**config.mk**
```make
export PLATFORM = sky130hd
export DESIGN_NAME = gearing_io
export DESIGN_NICKNAME = d
export VERILOG_FILES = /design/src/gearing_pkg.sv /design/src/gearing_io.sv
export SDC_FILE = /design/constraint.sdc
export NUM_CORES = 2
export LEC_CHECK = 0
export ABC_AREA = 1
export BUFFER_PORTS_ARGS = -buffer_cell sky130_fd_sc_hd__buf_4
export CAP_MARGIN = 20
export CORE_MARGIN = 2
export CORE_UTILIZATION = 43
export DETAILED_ROUTE_END_ITERATION = 6
export PLACE_DENSITY_LB_ADDON = 0.1
export SETUP_SLACK_MARGIN = 0.1
export SLEW_MARGIN = 30
export SYNTH_ARGS = -nofsm -noshare
export SYNTH_HDL_FRONTEND = slang
export SYNTH_SLANG_ARGS = --single-unit
```
**constraint.sdc**
```tcl
create_clock -name aclk -period 8.2 [get_ports aclk]
set_input_delay 1.23 -clock aclk [delete_from_list [all_inputs] [get_ports aclk]]
set_output_delay 1.23 -clock aclk [all_outputs]
set_load 0.005 [all_outputs]
```
**src/gearing_pkg.sv**
```systemverilog
package gearing_pkg;
   // register byte addresses
   localparam logic [7:0] ADDR_SOURCE = 8'h00;
   localparam logic [7:0] ADDR_FORMAT = 8'h04;
   localparam logic [7:0] ADDR_EMU_MODE = 8'h08;
   localparam logic [7:0] ADDR_TERT_FORMAT = 8'h0C;
   localparam logic [7:0] ADDR_EMU_RES = 8'h10;
   localparam logic [7:0] ADDR_EMU_ZOFF = 8'h14;
   localparam logic [7:0] ADDR_GEAR_NUM = 8'h18;
   localparam logic [7:0] ADDR_GEAR_DEN = 8'h1C;
   localparam logic [7:0] ADDR_SEC_POS = 8'h20;
   localparam logic [7:0] ADDR_CMD_POS = 8'h24;
   localparam logic [7:0] ADDR_STATUS = 8'h28;
   // field values
   localparam logic [1:0] SRC_NONE = 2'h0;
   localparam logic [1:0] SRC_DIFF = 2'h1;
   localparam logic [1:0] SRC_OPTO = 2'h2;
   localparam logic [3:0] FMT_QUAD = 4'h0;
   localparam logic [3:0] FMT_PULSE_DIR = 4'h1;
   localparam logic [3:0] FMT_CW_CCW = 4'h2;
   localparam logic [3:0] EMU_INPUT = 4'h0;
   localparam logic [3:0] EMU_OUTPUT = 4'h1;
   localparam logic [3:0] EMU_SERIAL = 4'hB;
   localparam logic [3:0] TERT_SERIAL = 4'h0;
   // values after reset
   localparam logic [1:0] SOURCE_RST = 2'h0;
   localparam logic [3:0] FORMAT_RST = 4'h0;
   localparam logic [3:0] EMU_MODE_RST = 4'h0;
   localparam logic [3:0] TERT_RST = 4'hF;
   localparam logic [15:0] EMU_RES_RST = 16'h0400;
   localparam logic [15:0] EMU_ZOFF_RST = 16'h0000;
   localparam logic [15:0] GEAR_NUM_RST = 16'h0001;
   localparam logic [15:0] GEAR_DEN_RST = 16'h0001;
   // timing
   localparam int CLK_KHZ = 10000;
   localparam int OPTO_SAMPLE_NS = 2000;
   localparam int CLK_NS = 100;
   localparam int OPTO_SAMPLE_CYC = OPTO_SAMPLE_NS / CLK_NS;
   localparam int OPTO_MAX_KHZ = 500;
   localparam int DIFF_MAX_KHZ = 3000;
   localparam int EMU_MAX_KHZ = 3000;
   // four quadrature steps make one channel period
   localparam int EMU_STEP_CYC =
      (CLK_KHZ + 4 * EMU_MAX_KHZ - 1) / (4 * EMU_MAX_KHZ);
   localparam logic [1:0] RESP_OKAY = 2'h0;
   localparam logic [1:0] RESP_SLVERR = 2'h2;
endpackage

```
**src/gearing_io.sv**
```systemverilog
// Local design decisions: the address map and the AXI4-Lite slave port.
`timescale 1ns/10ps
// Overview of operation
// - diff port is input or emulated output
// - opto pair accepts up to 500 kHz
// - opto pair sampled every 2 us
// - diff input decoded up to 3 MHz
// - pulse/dir, cw/ccw or quadrature decode
// - emulated channels never exceed 3 MHz
// - emulated A and B in quadrature
// - A, B, index from primary position
// - emulation resolution sets pulses per turn
// - zero pulse offset adjustable and held
// - format 0 source 1: diff quadrature
// - format 0 source 2: opto quadrature
// - tertiary 0, mode 11: serial input
// - command pulse scaling is adjustable
// - slave follows master's emulated output
module gearing_io
   import gearing_pkg::*;
#(
   parameter int POS_W = 16
)
(
   // clock and reset
   input logic aclk,
   input logic aresetn,
   // axi4-lite write address
   input logic [7:0] s_axi_awaddr,
   input logic [2:0] s_axi_awprot,
   input logic s_axi_awvalid,
   output logic s_axi_awready,
   // axi4-lite write data
   input logic [31:0] s_axi_wdata,
   input logic [3:0] s_axi_wstrb,
   input logic s_axi_wvalid,
   output logic s_axi_wready,
   // axi4-lite write response
   output logic [1:0] s_axi_bresp,
   output logic s_axi_bvalid,
   input logic s_axi_bready,
   // axi4-lite read
   input logic [7:0] s_axi_araddr,
   input logic [2:0] s_axi_arprot,
   input logic s_axi_arvalid,
   output logic s_axi_arready,
   output logic [31:0] s_axi_rdata,
   output logic [1:0] s_axi_rresp,
   output logic s_axi_rvalid,
   input logic s_axi_rready,
   // primary feedback, one turn = 2**POS_W counts
   input logic [POS_W-1:0] primary_position,
   // differential gearing port
   input logic diff_a_in,
   input logic diff_b_in,
   output logic diff_a_out,
   output logic diff_b_out,
   output logic diff_z_out,
   output logic diff_out_en,
   output logic diff_serial_mode,
   // opto input pair
   input logic opto_in1,
   input logic opto_in2,
   // scaled command to the position loop
   output logic [31:0] cmd_position,
   output logic cmd_step,
   output logic cmd_dir
);

   logic [1:0] src_q;
   logic [3:0] fmt_q;
   logic [3:0] emode_q;
   logic [3:0] tfmt_q;
   logic [15:0] eres_q;
   logic [15:0] ezoff_q;
   logic [15:0] gnum_q;
   logic [15:0] gden_q;
   logic [31:0] sec_pos_q;
   logic [31:0] cmd_pos_q;
   logic [7:0] awaddr_q;
   logic aw_have_q;
   logic [31:0] wdata_q;
   logic [3:0] wstrb_q;
   logic w_have_q;
   logic bvalid_q;
   logic [1:0] bresp_q;
   logic rvalid_q;
   logic [1:0] rresp_q;
   logic [31:0] rdata_q;
   logic do_write;
   logic [31:0] wnew;

   // {step, up}
   function automatic logic [1:0] decode(input logic [3:0] fmt,
      input logic pa, input logic pb, input logic a, input logic b);
      logic [1:0] r;
      r = 2'h0;
      case (fmt)
         FMT_PULSE_DIR:
            r = {a & ~pa, b};
         FMT_CW_CCW:
            r = {(a & ~pa) ^ (b & ~pb), a & ~pa};
         FMT_QUAD:
            r = {(a ^ pa) ^ (b ^ pb), a ^ pb};
         default:
            r = 2'h0;
      endcase
      return r;
   endfunction

   function automatic logic is_mapped(input logic [7:0] addr);
      return addr <= ADDR_STATUS && addr[1:0] == 2'h0;
   endfunction

   function automatic logic [31:0] merge(input logic [31:0] old,
      input logic [31:0] data, input logic [3:0] strb);
      logic [31:0] r;
      r = old;
      for (int i = 0; i < 4; i++)
      begin
         if (strb[i])
            r[8*i +: 8] = data[8*i +: 8];
      end
      return r;
   endfunction

   function automatic logic [31:0] reg_value(input logic [7:0] addr);
      logic [31:0] r;
      r = 32'h0;
      case (addr)
         ADDR_SOURCE: r = {30'h0, src_q};
         ADDR_FORMAT: r = {28'h0, fmt_q};
         ADDR_EMU_MODE: r = {28'h0, emode_q};
         ADDR_TERT_FORMAT: r = {28'h0, tfmt_q};
         ADDR_EMU_RES: r = {16'h0, eres_q};
         ADDR_EMU_ZOFF: r = {16'h0, ezoff_q};
         ADDR_GEAR_NUM: r = {16'h0, gnum_q};
         ADDR_GEAR_DEN: r = {16'h0, gden_q};
         ADDR_SEC_POS: r = sec_pos_q;
         ADDR_CMD_POS: r = cmd_pos_q;
         ADDR_STATUS:
            r = {29'h0, diff_serial_mode, diff_out_en, cmd_dir};
         default: r = 32'h0;
      endcase
      return r;
   endfunction

   // write channel: address and data taken in either order
   assign s_axi_awready = !aw_have_q && !bvalid_q;
   assign s_axi_wready = !w_have_q && !bvalid_q;
   assign do_write = aw_have_q && w_have_q && !bvalid_q;
   assign s_axi_bvalid = bvalid_q;
   assign s_axi_bresp = bresp_q;
   assign s_axi_arready = !rvalid_q;
   assign s_axi_rvalid = rvalid_q;
   assign s_axi_rresp = rresp_q;
   assign s_axi_rdata = rdata_q;

   always_comb
   begin
      wnew = merge(reg_value(awaddr_q), wdata_q, wstrb_q);
   end

   always_ff @(posedge aclk)
   begin
      if (!aresetn)
      begin
         aw_have_q <= 1'b0;
         awaddr_q <= 8'h00;
         w_have_q <= 1'b0;
         wdata_q <= 32'h0;
         wstrb_q <= 4'h0;
         bvalid_q <= 1'b0;
         bresp_q <= RESP_OKAY;
      end
      else
      begin
         if (s_axi_awvalid && s_axi_awready)
         begin
            aw_have_q <= 1'b1;
            awaddr_q <= s_axi_awaddr;
         end
         if (s_axi_wvalid && s_axi_wready)
         begin
            w_have_q <= 1'b1;
            wdata_q <= s_axi_wdata;
            wstrb_q <= s_axi_wstrb;
         end
         if (do_write)
         begin
            aw_have_q <= 1'b0;
            w_have_q <= 1'b0;
            bvalid_q <= 1'b1;
            bresp_q <= is_mapped(awaddr_q) ? RESP_OKAY : RESP_SLVERR;
         end
         else if (bvalid_q && s_axi_bready)
            bvalid_q <= 1'b0;
      end
   end

   always_ff @(posedge aclk)
   begin
      if (!aresetn)
      begin
         rvalid_q <= 1'b0;
         rresp_q <= RESP_OKAY;
         rdata_q <= 32'h0;
      end
      else if (s_axi_arvalid && s_axi_arready)
      begin
         rvalid_q <= 1'b1;
         rresp_q <= is_mapped(s_axi_araddr) ? RESP_OKAY : RESP_SLVERR;
         rdata_q <= reg_value(s_axi_araddr);
      end
      else if (rvalid_q && s_axi_rready)
         rvalid_q <= 1'b0;
   end

   // settings; count registers are read-only and ignore writes
   always_ff @(posedge aclk)
   begin
      if (!aresetn)
      begin
         src_q <= SOURCE_RST;
         fmt_q <= FORMAT_RST;
         emode_q <= EMU_MODE_RST;
         tfmt_q <= TERT_RST;
         eres_q <= EMU_RES_RST;
         ezoff_q <= EMU_ZOFF_RST;
         gnum_q <= GEAR_NUM_RST;
         gden_q <= GEAR_DEN_RST;
      end
      else if (do_write)
      begin
         case (awaddr_q)
            ADDR_SOURCE: src_q <= wnew[1:0];
            ADDR_FORMAT: fmt_q <= wnew[3:0];
            ADDR_EMU_MODE: emode_q <= wnew[3:0];
            ADDR_TERT_FORMAT: tfmt_q <= wnew[3:0];
            ADDR_EMU_RES: eres_q <= wnew[15:0];
            ADDR_EMU_ZOFF: ezoff_q <= wnew[15:0];
            ADDR_GEAR_NUM: gnum_q <= wnew[15:0];
            ADDR_GEAR_DEN: gden_q <= wnew[15:0];
            default: ;
         endcase
      end
   end

   assign diff_out_en = emode_q == EMU_OUTPUT;
   // serial encoder takes the port over
   assign diff_serial_mode = tfmt_q == TERT_SERIAL && emode_q == EMU_SERIAL;

   // ---- command inputs ----
   logic da_q;
   logic db_q;
   logic dpa_q;
   logic dpb_q;
   logic oa_q;
   logic ob_q;
   logic opa_q;
   logic opb_q;
   logic [7:0] osamp_q;
   logic osamp_tick;
   logic diff_in_ok;
   logic [1:0] dstep;
   logic [1:0] ostep;
   logic [1:0] sel;

   assign osamp_tick = osamp_q == 8'(OPTO_SAMPLE_CYC - 1);
   assign diff_in_ok = !diff_out_en && !diff_serial_mode;

   // opto pair sampled on a fixed period
   always_ff @(posedge aclk)
   begin
      if (!aresetn)
         osamp_q <= 8'h00;
      else
         osamp_q <= osamp_tick ? 8'h00 : osamp_q + 8'h01;
   end

   always_ff @(posedge aclk)
   begin
      if (!aresetn)
      begin
         {da_q, db_q, dpa_q, dpb_q} <= 4'h0;
         {oa_q, ob_q, opa_q, opb_q} <= 4'h0;
      end
      else
      begin
         {da_q, db_q} <= {diff_a_in, diff_b_in};
         {dpa_q, dpb_q} <= {da_q, db_q};
         // 2 us sampling resolves 500 kHz
         if (osamp_tick)
         begin
            {oa_q, ob_q} <= {opto_in1, opto_in2};
            {opa_q, opb_q} <= {oa_q, ob_q};
         end
      end
   end

   // format chosen by the format setting
   assign dstep = decode(fmt_q, dpa_q, dpb_q, da_q, db_q);
   // opto edge seen once per sample period only
   assign ostep = decode(fmt_q, opa_q, opb_q, oa_q, ob_q) &
      {2{osamp_tick}};

   always_comb
   begin
      sel = 2'h0;
      if (src_q == SRC_DIFF && diff_in_ok)
         sel = dstep;
      else if (src_q == SRC_OPTO)
         sel = ostep;
   end

   always_ff @(posedge aclk)
   begin
      if (!aresetn)
         sec_pos_q <= 32'h0;
      else if (fmt_q == FMT_QUAD && sel[1])
         sec_pos_q <= sel[0] ? sec_pos_q + 32'h1 : sec_pos_q - 32'h1;
   end

   // fractional gearing: num per pulse, den per count
   logic signed [31:0] resid_q;
   logic signed [31:0] resid_in;
   logic signed [31:0] den_s;

   assign den_s = {16'h0, gden_q};

   always_comb
   begin
      resid_in = resid_q;
      if (sel[1])
         resid_in = sel[0] ? resid_q + {16'h0, gnum_q}
            : resid_q - {16'h0, gnum_q};
   end

   // follows velocity and direction of pulses
   always_ff @(posedge aclk)
   begin
      if (!aresetn)
      begin
         resid_q <= 32'sh0;
         cmd_pos_q <= 32'h0;
         cmd_step <= 1'b0;
         cmd_dir <= 1'b0;
      end
      else
      begin
         resid_q <= resid_in;
         cmd_step <= 1'b0;
         // large ratios drain one count a clock
         if (gden_q != 16'h0 && resid_in >= den_s)
         begin
            resid_q <= resid_in - den_s;
            cmd_pos_q <= cmd_pos_q + 32'h1;
            cmd_step <= 1'b1;
            cmd_dir <= 1'b1;
         end
         else if (gden_q != 16'h0 && resid_in <= -den_s)
         begin
            resid_q <= resid_in + den_s;
            cmd_pos_q <= cmd_pos_q - 32'h1;
            cmd_step <= 1'b1;
            cmd_dir <= 1'b0;
         end
      end
   end

   assign cmd_position = cmd_pos_q;

   // ---- encoder emulation ----
   logic [17:0] span;
   logic [17:0] tgt_q;
   logic [17:0] ecnt_q;
   logic [POS_W-1:0] rel;
   logic [POS_W+17:0] prod;
   logic signed [18:0] diff;
   logic up;
   logic [3:0] gap_q;
   logic last_up_q;
   logic moved_q;

   assign span = {eres_q, 2'b00};
   // index shifted by the zero offset
   assign rel = primary_position - ezoff_q[POS_W-1:0];
   // quarter counts per turn = 4 x resolution
   assign prod = rel * span;
   assign diff = $signed({1'b0, tgt_q}) - $signed({1'b0, ecnt_q});
   // shortest way round the turn
   assign up = (diff > 19'sh0 && diff <= $signed({2'b00, eres_q, 1'b0}))
      || diff < -$signed({2'b00, eres_q, 1'b0});

   always_ff @(posedge aclk)
   begin
      if (!aresetn)
         tgt_q <= 18'h0;
      else
         tgt_q <= prod[POS_W +: 18];
   end

   always_ff @(posedge aclk)
   begin
      if (!aresetn)
      begin
         ecnt_q <= 18'h0;
         gap_q <= 4'h0;
         last_up_q <= 1'b0;
         moved_q <= 1'b0;
      end
      else if (ecnt_q >= span)
         ecnt_q <= 18'h0;
      else if (gap_q != 4'h0)
         gap_q <= gap_q - 4'h1;
      // turn-around right after a step would toggle one channel twice
      else if (moved_q && diff != 19'sh0 && up != last_up_q)
         moved_q <= 1'b0;
      // one step per spacing caps channel rate
      else if (diff == 19'sh0)
         moved_q <= 1'b0;
      else
      begin
         gap_q <= 4'(EMU_STEP_CYC - 1);
         moved_q <= 1'b1;
         last_up_q <= up;
         if (up)
            ecnt_q <= (ecnt_q + 18'h1 == span) ? 18'h0 : ecnt_q + 18'h1;
         else
            ecnt_q <= (ecnt_q == 18'h0) ? span - 18'h1 : ecnt_q - 18'h1;
      end
   end

   // gray sequence keeps exact 90 degrees
   always_ff @(posedge aclk)
   begin
      if (!aresetn)
      begin
         diff_a_out <= 1'b0;
         diff_b_out <= 1'b0;
         diff_z_out <= 1'b0;
      end
      else
      begin
         diff_a_out <= ecnt_q[1] ^ ecnt_q[0];
         diff_b_out <= ecnt_q[1];
         diff_z_out <= ecnt_q == 18'h0 && span != 18'h0;
      end
   end

endmodule

```
==> metrics.md <==
| Metric | Value |
|---|---|
| Leak Pwr | 19.75 nW |
| DR iter-0 viols | 2787 |
| Post-layout net count | 5987 |
| Ys Warns | 0 |
| DR vias | 34470 |
| Crit Path Max Fanout | 4 |
| Worst EP arrival | 8.70 ns |
| FF-to-FF End | tgt_q[12] |
| Post-Syn Area per Cell | 6.652 um2 |
| Post-synthesis cell count | 5137 |
| Initial antenna violation count | 3 |
| Minimum clock period | 8.196 ns |
| Sequential area share after synthesis | 17.63% |
| Number of iterations in the first detailed-routing pass | 7 |
| Fmax | 122.0 MHz |
| Worst R2R Setup Slack | 0.20 ns |
| Clk pin slew, worst setup/hold paths | 0.06 ns |
| Startpoint Class | input pin |
| Share of layout cells above drive strength 1 | 11.11% |
| Power per cell area | 246.6 mW/mm2 |
| Setup violators final | 0 |
| Buf+Inv Stages, Crit Path | 14 |
| Worst slack, placed | -0.7118 ns |
| Final non-filler cell total | 6433 |
| Post-synth EDFFs | 0 |
| PortBufs | 138 |
| DRC | 0 |
| Final hold slack | 0.4476 ns |
| Clock Path Buffers | 3 |
| Filler instances | 8265 |
| RSZ-0062 raised after global routing | yes |
| Synth top area cells | dfxtp_1 (18%), ha_1 (13%), fa_1 (12%) |
| Count leader, synth | nand2_1 |
| CP dominant cell by count | nand2_2 |
| Least-Margin Pin Slew | 0.9348 ns |
| Total GRT Usage | 29.74% |
| CP endpoint | tgt_q[12] |
| Final WL | 123700 um |
| Worst path slowest cell | fa_2 |
| Vias in the first global route | 32320 |
| Max-cap violations | 0 |
| WP data required | 8.70 ns |
| Design Area, Final | 0.03928 mm2 |
| Fin. Hold Viols | 0 |
| Largest stage delay, worst path | 0.57 ns |
| Final setup margin | 0.004310 ns |
| DIE AREA | 0.08174 mm2 |
| Synth Register Bits | 301 |
| Core Region | 0.07887 mm2 |
| Synth cell types | 63 |
| Final HPWL DP | 97880 um |
| Levels on crit path | 50 |
| Main synth FF type | dfxtp_1 |
| WL/cell | 19.23 um |
| Via density | 5.359 |
| Ys async rst share | 0% |
| Worst hold path depth | 1 |
| Maximum VDD drop | 0.1561 mV |
| Area growth syn-to-layout | 14.94% |
| CP Launch Point | primary_position[0] |
| R2R depth | 48 |
| Die Wd | 285.9 um |
| Routed Antenna Nets | 0 |
| Post-Place Cell Area | 0.03727 mm2 |
| Ports | 165 |
| Initial Util | 43.33% |
| Mapped Area | 0.03417 mm2 |
| CTS tree | done |
| Htree depth | 2 |
| Post-synth top area share | 17.63% |
| Grt ovf | 0 |
| Final Slew Violations | 0 |
| Root buffer cell | clkbuf_16 |
| Slew headroom | 37.61% |
| Worst Setup End Kind | flip-flop |
| Clk sinks | 301 |
| Placed Instances | 6336 |
| Status | finished, final reports clean |
| R2r startpoint | ezoff_q[0] |
| Crit share post-route | 99.95% |
| Crit path max-delay family | adder cells |
| Worst-Skew Late Latency | 0.59 ns |
| Largest net degree at the start of global routing | 81 |
| Final worst clock skew | 0.02288 ns |
| Global-route wire length before repair | 190600 um |
| WS Path Type | input pin to flip-flop |
| Cts bufs inserted | 42 |
| Synth top cells by count | nand2_1 (1054), inv_1 (845), nor2_1 (542) |
| GP Congestion | 0.9450 |
| Row count | 103 |
| Hold WC Path Type | flip-flop to flip-flop |
| Area leader, netlist | dfxtp_1 |
| Die H | 285.9 um |
| Hold buffers post-CTS | 0 |
layout by cell type, fill, tap and decap left out, types with 32 or more instances in the layout:
cell	instances
nand2_1	1033
inv_1	833
nor2_1	532
a21oi_1	442
ha_1	339
o21ai_0	332
buf_4	328
dfxtp_1	300
nand3_1	206
fa_1	197
xor2_1	122
nand4_1	75
nor3_1	49
xnor2_1	45
clkbuf_16	43
or2_2	40
o21ai_1	32
report_power, final:
part	leakage [nW]	internal (W)	switching [W]
Combinational	16.6	0.00209	0.00376
Clock	0.733	0.00123	0.000775
Sequential	2.45	0.00164	0.000184
logic make-up (layout without fill, tap and decap cells):
kind of cell | after synthesis | in the layout | synth area share (%)
AO/OA/AOI/OAI | 1022 | 1022 | 16.51
other | 1 | 3 | 0.01097
adder cells (fa/ha/maj) | 548 | 548 | 24.46
AND/OR/NAND/NOR | 2052 | 2053 | 25.25
multiplexers | 1 | 1 | 0.02929
XOR/XNOR | 168 | 168 | 4.306
flip-flops | 301 | 301 | 17.63
buffers and inverters | 1044 | 1287 | 11.80
worst min-delay path by stage:
stage	from	to	slack [ns]
5_1_grt	osamp_q[0]	osamp_q[0]	0.46
3_3_place_gp	osamp_q[0]	osamp_q[0]	0.43
4_1_cts	osamp_q[0]	osamp_q[0]	0.45
6_report	osamp_q[0]	osamp_q[0]	0.45
3_5_place_dp	osamp_q[0]	osamp_q[0]	0.44
2_1_floorplan	osamp_q[0]	osamp_q[0]	0.42
final cells by class:
class                   count  area (um2)  share of cell area, %
well taps                1050        1314                  3.345
repair buffers            335        2554                  6.502
inverters                 880        3321                  8.455
multi-input cells        3794       24560                  62.55
flip-flops and latches    301        6027                  15.35
diodes                      1       2.502               0.006371
clock inverters            14       270.3                 0.6881
clock buffers              58        1222                  3.112
metrics by stage:
step	power [W]	util (%)	setup TNS [ns]
final	0.009684	49.80	0
after global routing	0.01052	49.79	-2.517
after CTS	0.009542	49.21	0
after detailed placement	0.007497	47.25	-7.986
after global placement	0.007468	47.25	-6.608
after floorplan	0.005958	-	-0.1435
flip-flops by register name, summed over array words and instances (netlist names), 18 cells and up:
| signal | count |
|---|---|
| cmd_position | 32 |
| resid_q | 32 |
| s_axi_rdata | 32 |
| sec_pos_q | 32 |
| ecnt_q | 18 |
| tgt_q | 18 |
metal layers:
metal  global-route usage, %  vias up  part of all wire (%)
li1                        -    17030                     -
met1                   42.67    16140                    46
met2                   46.17     1129                    43
met3                   4.912      179                   7.6
met4                   7.670        2                   2.6
met5                       0        -                 0.011
repair_timing:
action / 4_1_cts / 5_1_grt
pin swaps: 12 / 34
cloned: 0 / 1
endpoints found under the setup margin: 9 / 40
resized for setup: 4 / 90
setup buffers: 5 / 18
No activity file was read; power rests on OpenSTA's default activity.
